===== config.mk =====
export PLATFORM = sky130hd
export DESIGN_NAME = leaky_bucket_activity_monitor
export DESIGN_NICKNAME = d
export VERILOG_FILES = /design/src/rtl/leaky_bucket_activity_monitor.v
export VERILOG_INCLUDE_DIRS = /design/src /design/src/rtl
export SDC_FILE = /design/constraint.sdc
export NUM_CORES = 1
export LEC_CHECK = 0
export BUFFER_PORTS_ARGS = -buffer_cell sky130_fd_sc_hd__buf_2
export CORE_UTILIZATION = 59
export CTS_BUF_LIST = sky130_fd_sc_hd__clkbuf_4 sky130_fd_sc_hd__clkbuf_8
export DETAILED_ROUTE_END_ITERATION = 8
export GPL_ROUTABILITY_DRIVEN = 0
export PLACE_DENSITY = 0.89
export SYNTH_ARGS = -nofsm -noshare
export SYNTH_HDL_FRONTEND = slang
export SYNTH_SLANG_ARGS = --single-unit

===== constraint.sdc =====
create_clock -name clk_sys -period 3.6 [get_ports clk_sys]
set_input_delay 0.72 -clock clk_sys [delete_from_list [all_inputs] [get_ports clk_sys]]
set_output_delay 0.72 -clock clk_sys [all_outputs]
set_load 0.02 [all_outputs]

===== src/rtl/bucket_map.vh =====
// register offsets, reset values and timing constants of the activity monitor
`ifndef BUCKET_MAP_VH
`define BUCKET_MAP_VH
`define IDX_ALARM_SET_LIMIT_CFG3 12'h05C
`define IDX_DRAIN_SPEED_CFG2 12'h05B
`define IDX_DRAIN_SPEED_CFG3 12'h05F
`define IDX_ALARM_CLR_LIMIT_CFG3 12'h058
`define IDX_BUCKET_CAP_CFG3 12'h05E
// register indices are word indices; the byte address is four times the index
`define OFS_ALARM_SET_LIMIT_CFG3 (`IDX_ALARM_SET_LIMIT_CFG3 * 12'h004)
`define OFS_DRAIN_SPEED_CFG2 (`IDX_DRAIN_SPEED_CFG2 * 12'h004)
`define OFS_DRAIN_SPEED_CFG3 (`IDX_DRAIN_SPEED_CFG3 * 12'h004)
`define OFS_ALARM_CLR_LIMIT_CFG3 (`IDX_ALARM_CLR_LIMIT_CFG3 * 12'h004)
`define OFS_BUCKET_CAP_CFG3 (`IDX_BUCKET_CAP_CFG3 * 12'h004)
`define OFS_CFG_SELECT 12'h100
`define OFS_MONITOR_STATUS 12'h104
`define RST_ALARM_SET_LIMIT 8'h06
`define RST_DRAIN_SPEED 2'h1
`define RST_ALARM_CLR_LIMIT 8'h04
`define RST_BUCKET_CAP 8'h08
`define RST_CFG_SELECT 1'h0
`define RST_CFG_SELECT_BIT 0
`define DRAIN_W 2
`define DRAIN_128MS 2'h0
`define DRAIN_256MS 2'h1
`define DRAIN_512MS 2'h2
`define DECAY_M1_128MS 3'h0
`define DECAY_M1_256MS 3'h1
`define DECAY_M1_512MS 3'h3
`define DECAY_M1_1024MS 3'h7
`define CYCLE_MS 128
`define CLK_HZ 20000000
`define CYCLE_CLKS (`CYCLE_MS * (`CLK_HZ / 1000))
`define STAT_ALARM_BIT 8
`endif


===== src/rtl/leaky_bucket_activity_monitor.v =====
// leaky-bucket accumulator judging reference clock activity, with apb registers
// How it works
// - bucket is evaluated and updated once at the end of every 128 ms cycle
// - a cycle with failure or erratic behaviour adds exactly one
// - fault-free cycles never add; all faults within one cycle count as one step
// - each fault-free decay period of 1, 2, 4 or 8 cycles subtracts one
// - two-bit drain code 00..11 selects 128, 256, 512 or 1024 ms per step
// - alarm rises once count reaches selected configuration's upper threshold
// - each configuration owns its own 8-bit alarm-set threshold; only cfg3's is writable, cfg2's keeps its reset value
// - active alarm clears once count falls to the lower threshold
// - count saturates at the configured bucket size
`timescale 1ns/1ps
`include "bucket_map.vh"
module leaky_bucket_activity_monitor #(
    parameter [31:0] CYCLE_CLKS = `CYCLE_CLKS
) (
    input wire clk_sys,
    input wire rst_b,
    input wire clk_en,
    input wire fault_in,
    input wire psel,
    input wire penable,
    input wire pwrite,
    input wire [11:0] paddr,
    input wire [31:0] pwdata,
    output reg [31:0] prdata,
    output wire pready,
    output wire pslverr,
    output reg alarm,
    output reg [7:0] fill
);
    // reset enters asynchronously but leaves on the clock, two flops late
    reg rst_s1;
    reg rst_s2;
    wire rst_n = rst_s2;
    always @(posedge clk_sys or negedge rst_b) begin
        if (!rst_b) begin
            rst_s1 <= 1'b0;
            rst_s2 <= 1'b0;
        end else begin
            rst_s1 <= 1'b1;
            rst_s2 <= rst_s1;
        end
    end

    // fault flag comes from outside this clock domain
    // only fault_s2 is read by the logic; fault_s1 may still be settling
    reg fault_s1;
    reg fault_s2;
    always @(posedge clk_sys or negedge rst_n) begin
        if (!rst_n) begin
            fault_s1 <= 1'b0;
            fault_s2 <= 1'b0;
        end else if (clk_en) begin
            fault_s1 <= fault_in;
            fault_s2 <= fault_s1;
        end
    end

    // configuration registers, two bucket configurations (index 0 = cfg2, 1 = cfg3)
    reg [7:0] set_limit [0:1];
    reg [7:0] clr_limit [0:1];
    reg [7:0] cap [0:1];
    reg [`DRAIN_W-1:0] drain [0:1];
    reg cfg_sel;

    // one address hit per register
    wire hit_set3 = (paddr == `OFS_ALARM_SET_LIMIT_CFG3);
    wire hit_clr3 = (paddr == `OFS_ALARM_CLR_LIMIT_CFG3);
    wire hit_cap3 = (paddr == `OFS_BUCKET_CAP_CFG3);
    wire hit_drain2 = (paddr == `OFS_DRAIN_SPEED_CFG2);
    wire hit_drain3 = (paddr == `OFS_DRAIN_SPEED_CFG3);
    wire hit_sel = (paddr == `OFS_CFG_SELECT);
    wire hit_stat = (paddr == `OFS_MONITOR_STATUS);

    // bus phases; clk_en gates every state change they cause
    wire access = psel && penable;
    wire setup = psel && !penable;
    wire wr = access && pwrite && clk_en;
    wire rd_ok = hit_set3 || hit_clr3 || hit_cap3 || hit_drain2 || hit_drain3 ||
        hit_sel || hit_stat;

    // zero wait states: every access completes in its first access cycle
    assign pready = 1'b1;

    // unmapped addresses answer with an error and read as zero
    assign pslverr = access && !rd_ok;

    // cfg2 thresholds and size are not reachable here and keep their reset values
    genvar g;
    generate
        for (g = 0; g < 2; g = g + 1) begin : cfg
            // write strobes per configuration; cfg2 exposes only its drain speed
            wire wr_set = wr && (g == 1) && hit_set3;
            wire wr_clr = wr && (g == 1) && hit_clr3;
            wire wr_cap = wr && (g == 1) && hit_cap3;
            wire wr_drain = wr && ((g == 1) ? hit_drain3 : hit_drain2);

            always @(posedge clk_sys or negedge rst_n) begin
                if (!rst_n) begin
                    set_limit[g] <= `RST_ALARM_SET_LIMIT;
                end else if (wr_set) begin
                    set_limit[g] <= pwdata[7:0];
                end
            end

            always @(posedge clk_sys or negedge rst_n) begin
                if (!rst_n) begin
                    clr_limit[g] <= `RST_ALARM_CLR_LIMIT;
                end else if (wr_clr) begin
                    clr_limit[g] <= pwdata[7:0];
                end
            end

            always @(posedge clk_sys or negedge rst_n) begin
                if (!rst_n) begin
                    cap[g] <= `RST_BUCKET_CAP;
                end else if (wr_cap) begin
                    cap[g] <= pwdata[7:0];
                end
            end

            always @(posedge clk_sys or negedge rst_n) begin
                if (!rst_n) begin
                    drain[g] <= `RST_DRAIN_SPEED;
                end else if (wr_drain) begin
                    drain[g] <= pwdata[`DRAIN_W-1:0];
                end
            end
        end
    endgenerate

    // selects which configuration drives the bucket
    always @(posedge clk_sys or negedge rst_n) begin
        if (!rst_n) begin
            cfg_sel <= `RST_CFG_SELECT;
        end else if (wr && hit_sel) begin
            cfg_sel <= pwdata[`RST_CFG_SELECT_BIT];
        end
    end

    // read word assembled combinationally, captured in the setup cycle
    // fields sit in the low bits; unused bits read zero
    reg [31:0] rd_word;
    always @* begin
        rd_word = 32'h00000000;
        case (paddr)
            `OFS_ALARM_SET_LIMIT_CFG3: begin
                rd_word[7:0] = set_limit[1];
            end
            `OFS_ALARM_CLR_LIMIT_CFG3: begin
                rd_word[7:0] = clr_limit[1];
            end
            `OFS_BUCKET_CAP_CFG3: begin
                rd_word[7:0] = cap[1];
            end
            `OFS_DRAIN_SPEED_CFG2: begin
                rd_word[`DRAIN_W-1:0] = drain[0];
            end
            `OFS_DRAIN_SPEED_CFG3: begin
                rd_word[`DRAIN_W-1:0] = drain[1];
            end
            `OFS_CFG_SELECT: begin
                rd_word[`RST_CFG_SELECT_BIT] = cfg_sel;
            end
            `OFS_MONITOR_STATUS: begin
                rd_word[7:0] = fill;
                rd_word[`STAT_ALARM_BIT] = alarm;
            end
            default: begin
                rd_word = 32'h00000000;
            end
        endcase
    end

    // a register keeps prdata steady through the whole access phase
    always @(posedge clk_sys or negedge rst_n) begin
        if (!rst_n) begin
            prdata <= 32'h00000000;
        end else if (clk_en && setup) begin
            prdata <= rd_word;
        end
    end

    // monitoring cycle timebase; one wide counter, no prescaler to keep in step
    reg [31:0] tick_cnt;
    wire tick = (tick_cnt == CYCLE_CLKS - 32'h00000001);
    always @(posedge clk_sys or negedge rst_n) begin
        if (!rst_n) begin
            tick_cnt <= 32'h00000000;
        end else if (clk_en) begin
            if (tick) begin
                tick_cnt <= 32'h00000000;
            end else begin
                tick_cnt <= tick_cnt + 32'h00000001;
            end
        end
    end

    // fault seen at any time inside the current cycle
    // a fault in the tick clock itself is counted through cyc_fault
    reg seen;
    always @(posedge clk_sys or negedge rst_n) begin
        if (!rst_n) begin
            seen <= 1'b0;
        end else if (clk_en) begin
            if (tick) begin
                seen <= 1'b0;
            end else if (fault_s2) begin
                seen <= 1'b1;
            end
        end
    end

    wire cyc_fault = seen || fault_s2;

    // settings of the configuration in use
    wire [7:0] lim_set = set_limit[cfg_sel];
    wire [7:0] lim_clr = clr_limit[cfg_sel];
    wire [7:0] lim_cap = cap[cfg_sel];
    wire [`DRAIN_W-1:0] rate = drain[cfg_sel];

    // decay period in monitoring cycles, less one
    // quiet counts fault-free ticks since the last decay step
    reg [2:0] quiet;
    reg [2:0] period_m1;
    always @* begin
        case (rate)
            `DRAIN_128MS: begin
                period_m1 = `DECAY_M1_128MS;
            end
            `DRAIN_256MS: begin
                period_m1 = `DECAY_M1_256MS;
            end
            `DRAIN_512MS: begin
                period_m1 = `DECAY_M1_512MS;
            end
            default: begin
                period_m1 = `DECAY_M1_1024MS;
            end
        endcase
    end
    wire decay_due = (quiet >= period_m1);

    // bucket step for the cycle that ends now
    // a fault restarts the quiet run, so decay waits a whole period again
    reg [7:0] next_fill;
    reg [2:0] next_quiet;
    always @* begin
        next_fill = fill;
        next_quiet = quiet;
        if (cyc_fault) begin
            next_quiet = 3'h0;
            if (fill < lim_cap) begin
                next_fill = fill + 8'h01;
            end else begin
                // a lowered cap pulls an overfull bucket straight down to it
                next_fill = lim_cap;
            end
        end else if (decay_due) begin
            next_quiet = 3'h0;
            if (fill != 8'h00) begin
                next_fill = fill - 8'h01;
            end else begin
                next_fill = 8'h00;
            end
        end else begin
            next_quiet = quiet + 3'h1;
        end
    end

    // alarm with hysteresis between the two thresholds; set is tested first
    reg next_alarm;
    always @* begin
        next_alarm = alarm;
        if (next_fill >= lim_set) begin
            next_alarm = 1'b1;
        end else if (next_fill <= lim_clr) begin
            next_alarm = 1'b0;
        end
    end

    // all bucket state moves only on the cycle tick
    wire step_now = clk_en && tick;

    always @(posedge clk_sys or negedge rst_n) begin
        if (!rst_n) begin
            fill <= 8'h00;
        end else if (step_now) begin
            fill <= next_fill;
        end
    end

    always @(posedge clk_sys or negedge rst_n) begin
        if (!rst_n) begin
            quiet <= 3'h0;
        end else if (step_now) begin
            quiet <= next_quiet;
        end
    end

    always @(posedge clk_sys or negedge rst_n) begin
        if (!rst_n) begin
            alarm <= 1'b0;
        end else if (step_now) begin
            alarm <= next_alarm;
        end
    end
endmodule


# --- Word-level counts from Yosys, hierarchy flattened ---
# Index checks and enable logic that the tools add are counted.
word_totals:
  in_bits: 51
  ff_bits: 87
op_classes:
  n_eq_ne: 10
  n_addsub: 4
  reduce_logical: 28
  n_lt_le_gt_ge: 5
  muxes: 28
  n_bitwise: 1
ops:
  columns: ["operator", "n"]
  rows:
  - ["$mux W8", 13]
  - ["$eq A12 B9 Y1 const B", 7]
  - ["$add A32 B1 Y32 const B", 1]
  - ["$eq A32 B22 Y1 const B", 1]
  - ["$mux W32", 1]
  - ["$pmux W6 S4", 1]
  - ["$logic_and A1 B1 Y1", 13]
  - ["$pmux W3 S3", 1]
  - ["$add A8 B1 Y8 const B", 1]
  - ["$ge A8 B8 Y1", 1]
  - ["$le A8 B8 Y1", 1]
  - ["$lt A8 B8 Y1", 1]
  - ["$reduce_bool A8 Y1", 1]
  - ["$sub A8 B1 Y8 const B", 1]
  - ["$logic_or A1 B1 Y1", 7]
  - ["$pmux W1 S7", 1]
  - ["$mux W2", 3]
  - ["$mux W3", 2]
  - ["$pmux W1 S6", 1]
  - ["$mux W1", 5]
  - ["$reduce_and A2 Y1", 2]
  - ["$reduce_bool A2 Y1", 2]
  - ["$add A3 B1 Y3 const B", 1]
  - ["$ge A3 B3 Y1", 1]
  - ["6 further kinds", 7]

# --- Depth between registers and ports, before layout ---
depth:
  word_depth: 12
  depth_mapped: 18
  mapped_depth_nobuf: 15

# --- Least setup slack after synthesis ---
# Ideal clock, no wire load.
synth_path:
  path_type: "reg-to-reg"
  startpoint: "register cfg_sel"
  endpoint: "register alarm"
  slack_ps: -81
  setup_time_ps: 130
  stages_incl_launch_ff: 19
  required_ps: 3470
  arrival_time_ps: 3551
  path_buffers: 3
  cell_sequence: "dfrtp_1 > clkbuf_1 > clkbuf_1 > mux2i_1 > or2_2 > ha_1 > nand2_1 > o21ai_0 > clkbuf_1 > nand2_1 > a31oi_1 > mux2i_1 > o21ai_0 > ha_1 > a21oi_1 > a21oi_1 > o22a_1 > o21ai_0 > o21ai_0"
synth_between:
  elab_chain_cells: 12
  word_cells_on_any_way: 27
synth_rtl:
  columns: ["element", "line", "text"]
  rows:
  - ["start, declared", "leaky_bucket_activity_monitor.v:65", "reg cfg_sel;"]
  - ["start signal, assigned", "leaky_bucket_activity_monitor.v:136", "cfg_sel <= `RST_CFG_SELECT;"]
  - ["start signal, assigned", "leaky_bucket_activity_monitor.v:138", "cfg_sel <= pwdata[`RST_CFG_SELECT_BIT];"]
  - ["$not A1 Y2 (implied by the code) *", "leaky_bucket_activity_monitor.v:220, leaky_bucket_activity_monitor.v:221", null]
  - ["$mux W2 (implied by the code) (3 in a row)", "leaky_bucket_activity_monitor.v:221", "wire [`DRAIN_W-1:0] rate = drain[cfg_sel];"]
  - ["$eq A2 B2 Y1 (tied with other cells)", "leaky_bucket_activity_monitor.v:228", "case (rate)"]
  - ["$pmux W3 S3", "leaky_bucket_activity_monitor.v:228", null]
  - ["$ge A3 B3 Y1", "leaky_bucket_activity_monitor.v:243", "wire decay_due = (quiet >= period_m1);"]
  - ["$mux W8", "leaky_bucket_activity_monitor.v:260", "end else if (decay_due) begin"]
  - ["$mux W8 *", "leaky_bucket_activity_monitor.v:252", "if (cyc_fault) begin"]
  - ["via next_fill[3]", "leaky_bucket_activity_monitor.v:247", "reg [7:0] next_fill;"]
  - ["$ge A8 B8 Y1 / $le A8 B8 Y1 (equally long branches)", "leaky_bucket_activity_monitor.v:276, leaky_bucket_activity_monitor.v:278", null]
  - ["$reduce_bool A2 Y1 (no source line)", null, null]
  - ["$reduce_and A2 Y1 (no source line)", null, null]
  - ["end signal, assigned", "leaky_bucket_activity_monitor.v:306", "alarm <= next_alarm;"]
  - ["end, declared", "leaky_bucket_activity_monitor.v:29", "output reg alarm,"]
# The timed path passes the listed nets; every way through them passes the cells marked *. The select of a mux whose other input is x is not followed.
# A chain may end at the register's enable or synchronous reset.

# --- Worst setup path in the final report ---
layout_path:
  startpoint: "register cfg_sel"
  endpoint: "register alarm"
layout_between:
  elab_chain_cells: 12
  word_cells_on_any_way: 27
layout_rtl:
  columns: ["element", "line"]
  rows:
  - ["$not A1 Y2 (implied by the code) *", null]
  - ["$mux W2 (implied by the code) (3 in a row)", "leaky_bucket_activity_monitor.v:221"]
  - ["$eq A2 B2 Y1 (tied with other cells)", "leaky_bucket_activity_monitor.v:228"]
  - ["$pmux W3 S3", "leaky_bucket_activity_monitor.v:228"]
  - ["$ge A3 B3 Y1", "leaky_bucket_activity_monitor.v:243"]
  - ["$mux W8", "leaky_bucket_activity_monitor.v:260"]
  - ["$mux W8", "leaky_bucket_activity_monitor.v:252"]
  - ["$ge A8 B8 Y1 / $le A8 B8 Y1 (equally long branches)", "leaky_bucket_activity_monitor.v:276, leaky_bucket_activity_monitor.v:278"]
  - ["$reduce_bool A2 Y1 (no source line)", null]
  - ["$reduce_and A2 Y1 (no source line)", null]
# Mark *: on every way between the ends. The rest lies on a longest branch, timed or not. The select of a mux whose other input is x is not followed.

==> results.py <==
metrics = {
    "outcome": {
        "status": "finished, violations left",
        "failed_checks": "DRC",
    },
    "global_route": {
        "grt_pass1_wl_mm": 20.94,
        "gr-total-overflow": 0,
        "grt_max_degree": 86,
        "grt_pass1_vias": 4435,
        "grt_use_total": 0.2757,
        "antenna_found_initial": 0,
    },
    "timing": {
        "fin_crit_ns": 3.563,
        "worst_pin_slew_ns": 1.103,
        "finalClockSkew_ns": 0.01223,
        "period_share": 0.9897,
        "setup_ws_ns": 0.03707,
        "setup_tns_ns": 0,
        "clock.fmax_mhz": 280.7,
        "slew-limit-headroom": 0.2649,
        "whs_ns": 0.1151,
        "final-max-slew-violation-count": 0,
        "setup_viol_count_final": 0,
        "hold_viol": 0,
    },
    "power_and_ir_drop": {
        "vdd_drop_max_v": 0.0002588,
        "powerDensity_mw_per_mm2": 321.7,
        "leakage_uw": 0.003055,
    },
    "drt": {
        "num_vias": 4719,
        "drt-initial-drc-count": 420,
        "drtAntennaViolNets": 0,
        "drtPass1Iterations": 9,
        "wirelength_mm": 14.21,
        "post_drt_wl_per_cell_um": 19.28,
        "viasPerCell": 6.403,
        "drc": 14,
    },
    "layout": {
        "antenna_cells": 0,
        "finalCoreUtilization": 0.7183,
        "layout_commonest_cell": "dfrtp_1",
        "layout.nets": 706,
        "area_growth_pct": 16.67,
        "layout-drive-gt1-share": 0.3037,
        "nFillCells": 537,
        "layout_common_cells": "dfrtp_1 (79), nand2_1 (62), buf_2 (46)",
    },
    "worst_setup_path": {
        "start_kind": "register",
        "crit_path_end_kind": "register",
        "critPathRequiredTime_ns": 3.84,
        "path_max_fanout": 5,
        "crit_arrival_ns": 3.80,
        "rr_worst_depth": 16,
        "reg2reg_slack_ns": 0.04,
        "timing.rr.end": "alarm$_DFFE_PN0P_",
        "r2r-start": "cfg_sel$_DFFE_PN0P_",
        "critical_path_class": "register to register",
    },
    "floorplan": {
        "core_sq_mm": 0.008848,
        "die_area_sq_mm": 0.009622,
        "die_width_um": 98.09,
        "rows": 34,
        "die_y_um": 98.09,
        "ios": 94,
        "start_util": 0.6157,
    },
    "clock_network": {
        "clk_pin_slew_worst_paths_ns": 0.10,
        "clock_tree.buffer_depth": 2,
        "cts_made_buffers": 9,
        "cts_tree": "done",
        "root_buffer": "clkbuf_8",
        "htreeDepth": 3,
        "clock_latency_ns": 0.36,
        "clock-sinks": 87,
    },
    "synth": {
        "postSynth.asyncResetShare": 1.000,
        "synth_cells": 557,
        "syn_area_per_cell_sq_um": 9.780,
        "synth_edf_count": 0,
        "yosysWarnings": 0,
        "ys_ff_latch": 87,
        "synth_area_sq_mm": 0.005448,
        "ys_types": 56,
        "synth_seq_area_share": 0.4010,
        "synth_ff_type": "dfrtp_1",
    },
    "job": {
        "cap_violations": 0,
    },
    "hold_path": {
        "hold_class": "primary input to async pin",
    },
    "placement": {
        "hpwl_mm": 9.204,
        "place_ws_ns": -0.06059,
        "io_buffer_count": 45,
    },
}
[power breakdown]
group	internal, uW	switching, uW	total [uW]	leakage [uW]
combinational	47.3	80.2	127	0.00177
clock	471	386	857	0.000122
sequential	1010	51.3	1060	0.00116
[routing by layer]
layer,vias up,global-route usage,routed length (um),part of all wire
li1,2076,-,-,-
met1,2261,0.3440,5515,0.39
met5,-,0,0,0
met4,0,0.1352,661,0.047
met3,77,0.06299,1256,0.088
met2,305,0.4523,6775,0.48
[what timing repair did]
action                                 4_1_cts  5_1_grt
buffers inserted                             1        5
endpoints found under the hold margin        0        0
pin swaps                                    2       18
resized for setup                            7       50
hold buffers                                 0        0
gates cloned                                 0        1
setup endpoints to repair                    1        1
[through the flow]
stage	instances	area [sq um]	total power (uW)
after floorplan	580	5535	1173
after global placement	714	5821	1194
after detailed placement	714	5821	1205
after CTS	731	6098	2042
after global routing	737	6356	2107
final	737	6356	2045
[final cells by class]
class | count | area, sq um | area share
Clock buffer | 9 | 123.9 | 0.01949
Clock inverter | 7 | 126.4 | 0.01988
Inverter | 8 | 30.03 | 0.004724
Multi-Input combinational cell | 442 | 3273 | 0.5150
Sequential cell | 87 | 2190 | 0.3445
Tap cell | 108 | 135.1 | 0.02126
Timing Repair Buffer | 76 | 478.0 | 0.07520
[worst max-delay path by stage]
stage / depth (start not counted) / from / to / slack (ns)
2_1_floorplan: 18 / cfg_sel$_DFFE_PN0P_ / alarm$_DFFE_PN0P_ / 0.001
3_3_place_gp: 17 / cfg_sel$_DFFE_PN0P_ / alarm$_DFFE_PN0P_ / -0.02
3_5_place_dp: 16 / drain[0]$_DFFE_PN1P_ / alarm$_DFFE_PN0P_ / -0.06
4_1_cts: 18 / cfg_sel$_DFFE_PN0P_ / alarm$_DFFE_PN0P_ / 0.004
5_1_grt: 16 / cfg_sel$_DFFE_PN0P_ / alarm$_DFFE_PN0P_ / -0.12
6_report: 16 / cfg_sel$_DFFE_PN0P_ / alarm$_DFFE_PN0P_ / 0.04
[synth_stat cells (3+ instances only)]
| cell type | number | area share |
|---|---|---|
| and4_1 | 6 | 0.0096 |
| nor3_1 | 10 | 0.0092 |
| ha_1 | 31 | 0.071 |
| nand4_1 | 11 | 0.013 |
| nor2b_1 | 7 | 0.0080 |
| or2_2 | 7 | 0.0080 |
| inv_1 | 8 | 0.0055 |
| clkbuf_1 | 15 | 0.010 |
| nand2_1 | 67 | 0.046 |
| and2_1 | 4 | 0.0046 |
| o211ai_1 | 3 | 0.0041 |
| nor4_2 | 4 | 0.0092 |
| xor2_1 | 19 | 0.031 |
| a31oi_1 | 5 | 0.0057 |
| nor4_1 | 5 | 0.0057 |
| mux2i_1 | 16 | 0.029 |
| buf_4 | 25 | 0.034 |
| mux2_2 | 39 | 0.081 |
| o22ai_1 | 4 | 0.0046 |
| a21o_1 | 3 | 0.0041 |
| a221oi_1 | 6 | 0.0096 |
| and3_1 | 11 | 0.013 |
| nand3_1 | 20 | 0.018 |
| nand3b_1 | 4 | 0.0055 |
| nor2_1 | 40 | 0.028 |
| a21oi_1 | 16 | 0.015 |
| dfrtp_1 | 81 | 0.37 |
| xnor2_1 | 19 | 0.031 |
| o21ai_0 | 28 | 0.026 |
| dfstp_2 | 6 | 0.029 |
| nand2b_1 | 3 | 0.0034 |
[flip-flops by register name, summed over array words and instances, names as in the netlist]
signal / flops
rst_s1: 1
rst_n: 1
fill: 8
set_limit: 8
alarm: 1
tick_cnt: 32
fault_s1: 1
prdata: 9
quiet: 3
fault_s2: 1
clr_limit: 8
cfg_sel: 1
drain: 4
seen: 1
cap: 8
[worst max-delay path, stage by stage (launching register included)]
cell and delay, ns:
dfrtp_2 0.48, mux2i_4 0.22, or2_2 0.33, ha_4 0.23, a21oi_2 0.17, buf_4 0.14
o21a_1 0.26, nand2_1 0.13, o211ai_1 0.12, o21ai_1 0.12, ha_1 0.33, nand2b_1 0.14
a21o_1 0.20, a21oi_2 0.19, o21ai_1 0.10, a31oi_1 0.19, o21ai_1 0.09
[cells by family after synthesis]
kind of cell / count (synthesis) / synth area share
AOI/OAI and AO/OA: 83 / 0.09830
xor gates and xnor gates: 38 / 0.06109
adders and majority gates: 31 / 0.07120
buffers and inverters: 51 / 0.05282
DFF: 87 / 0.4010
muxes: 55 / 0.1100
other: 2 / 0.001379
and+or+nand+nor: 210 / 0.2042
Power figures use the tool's default switching activity.
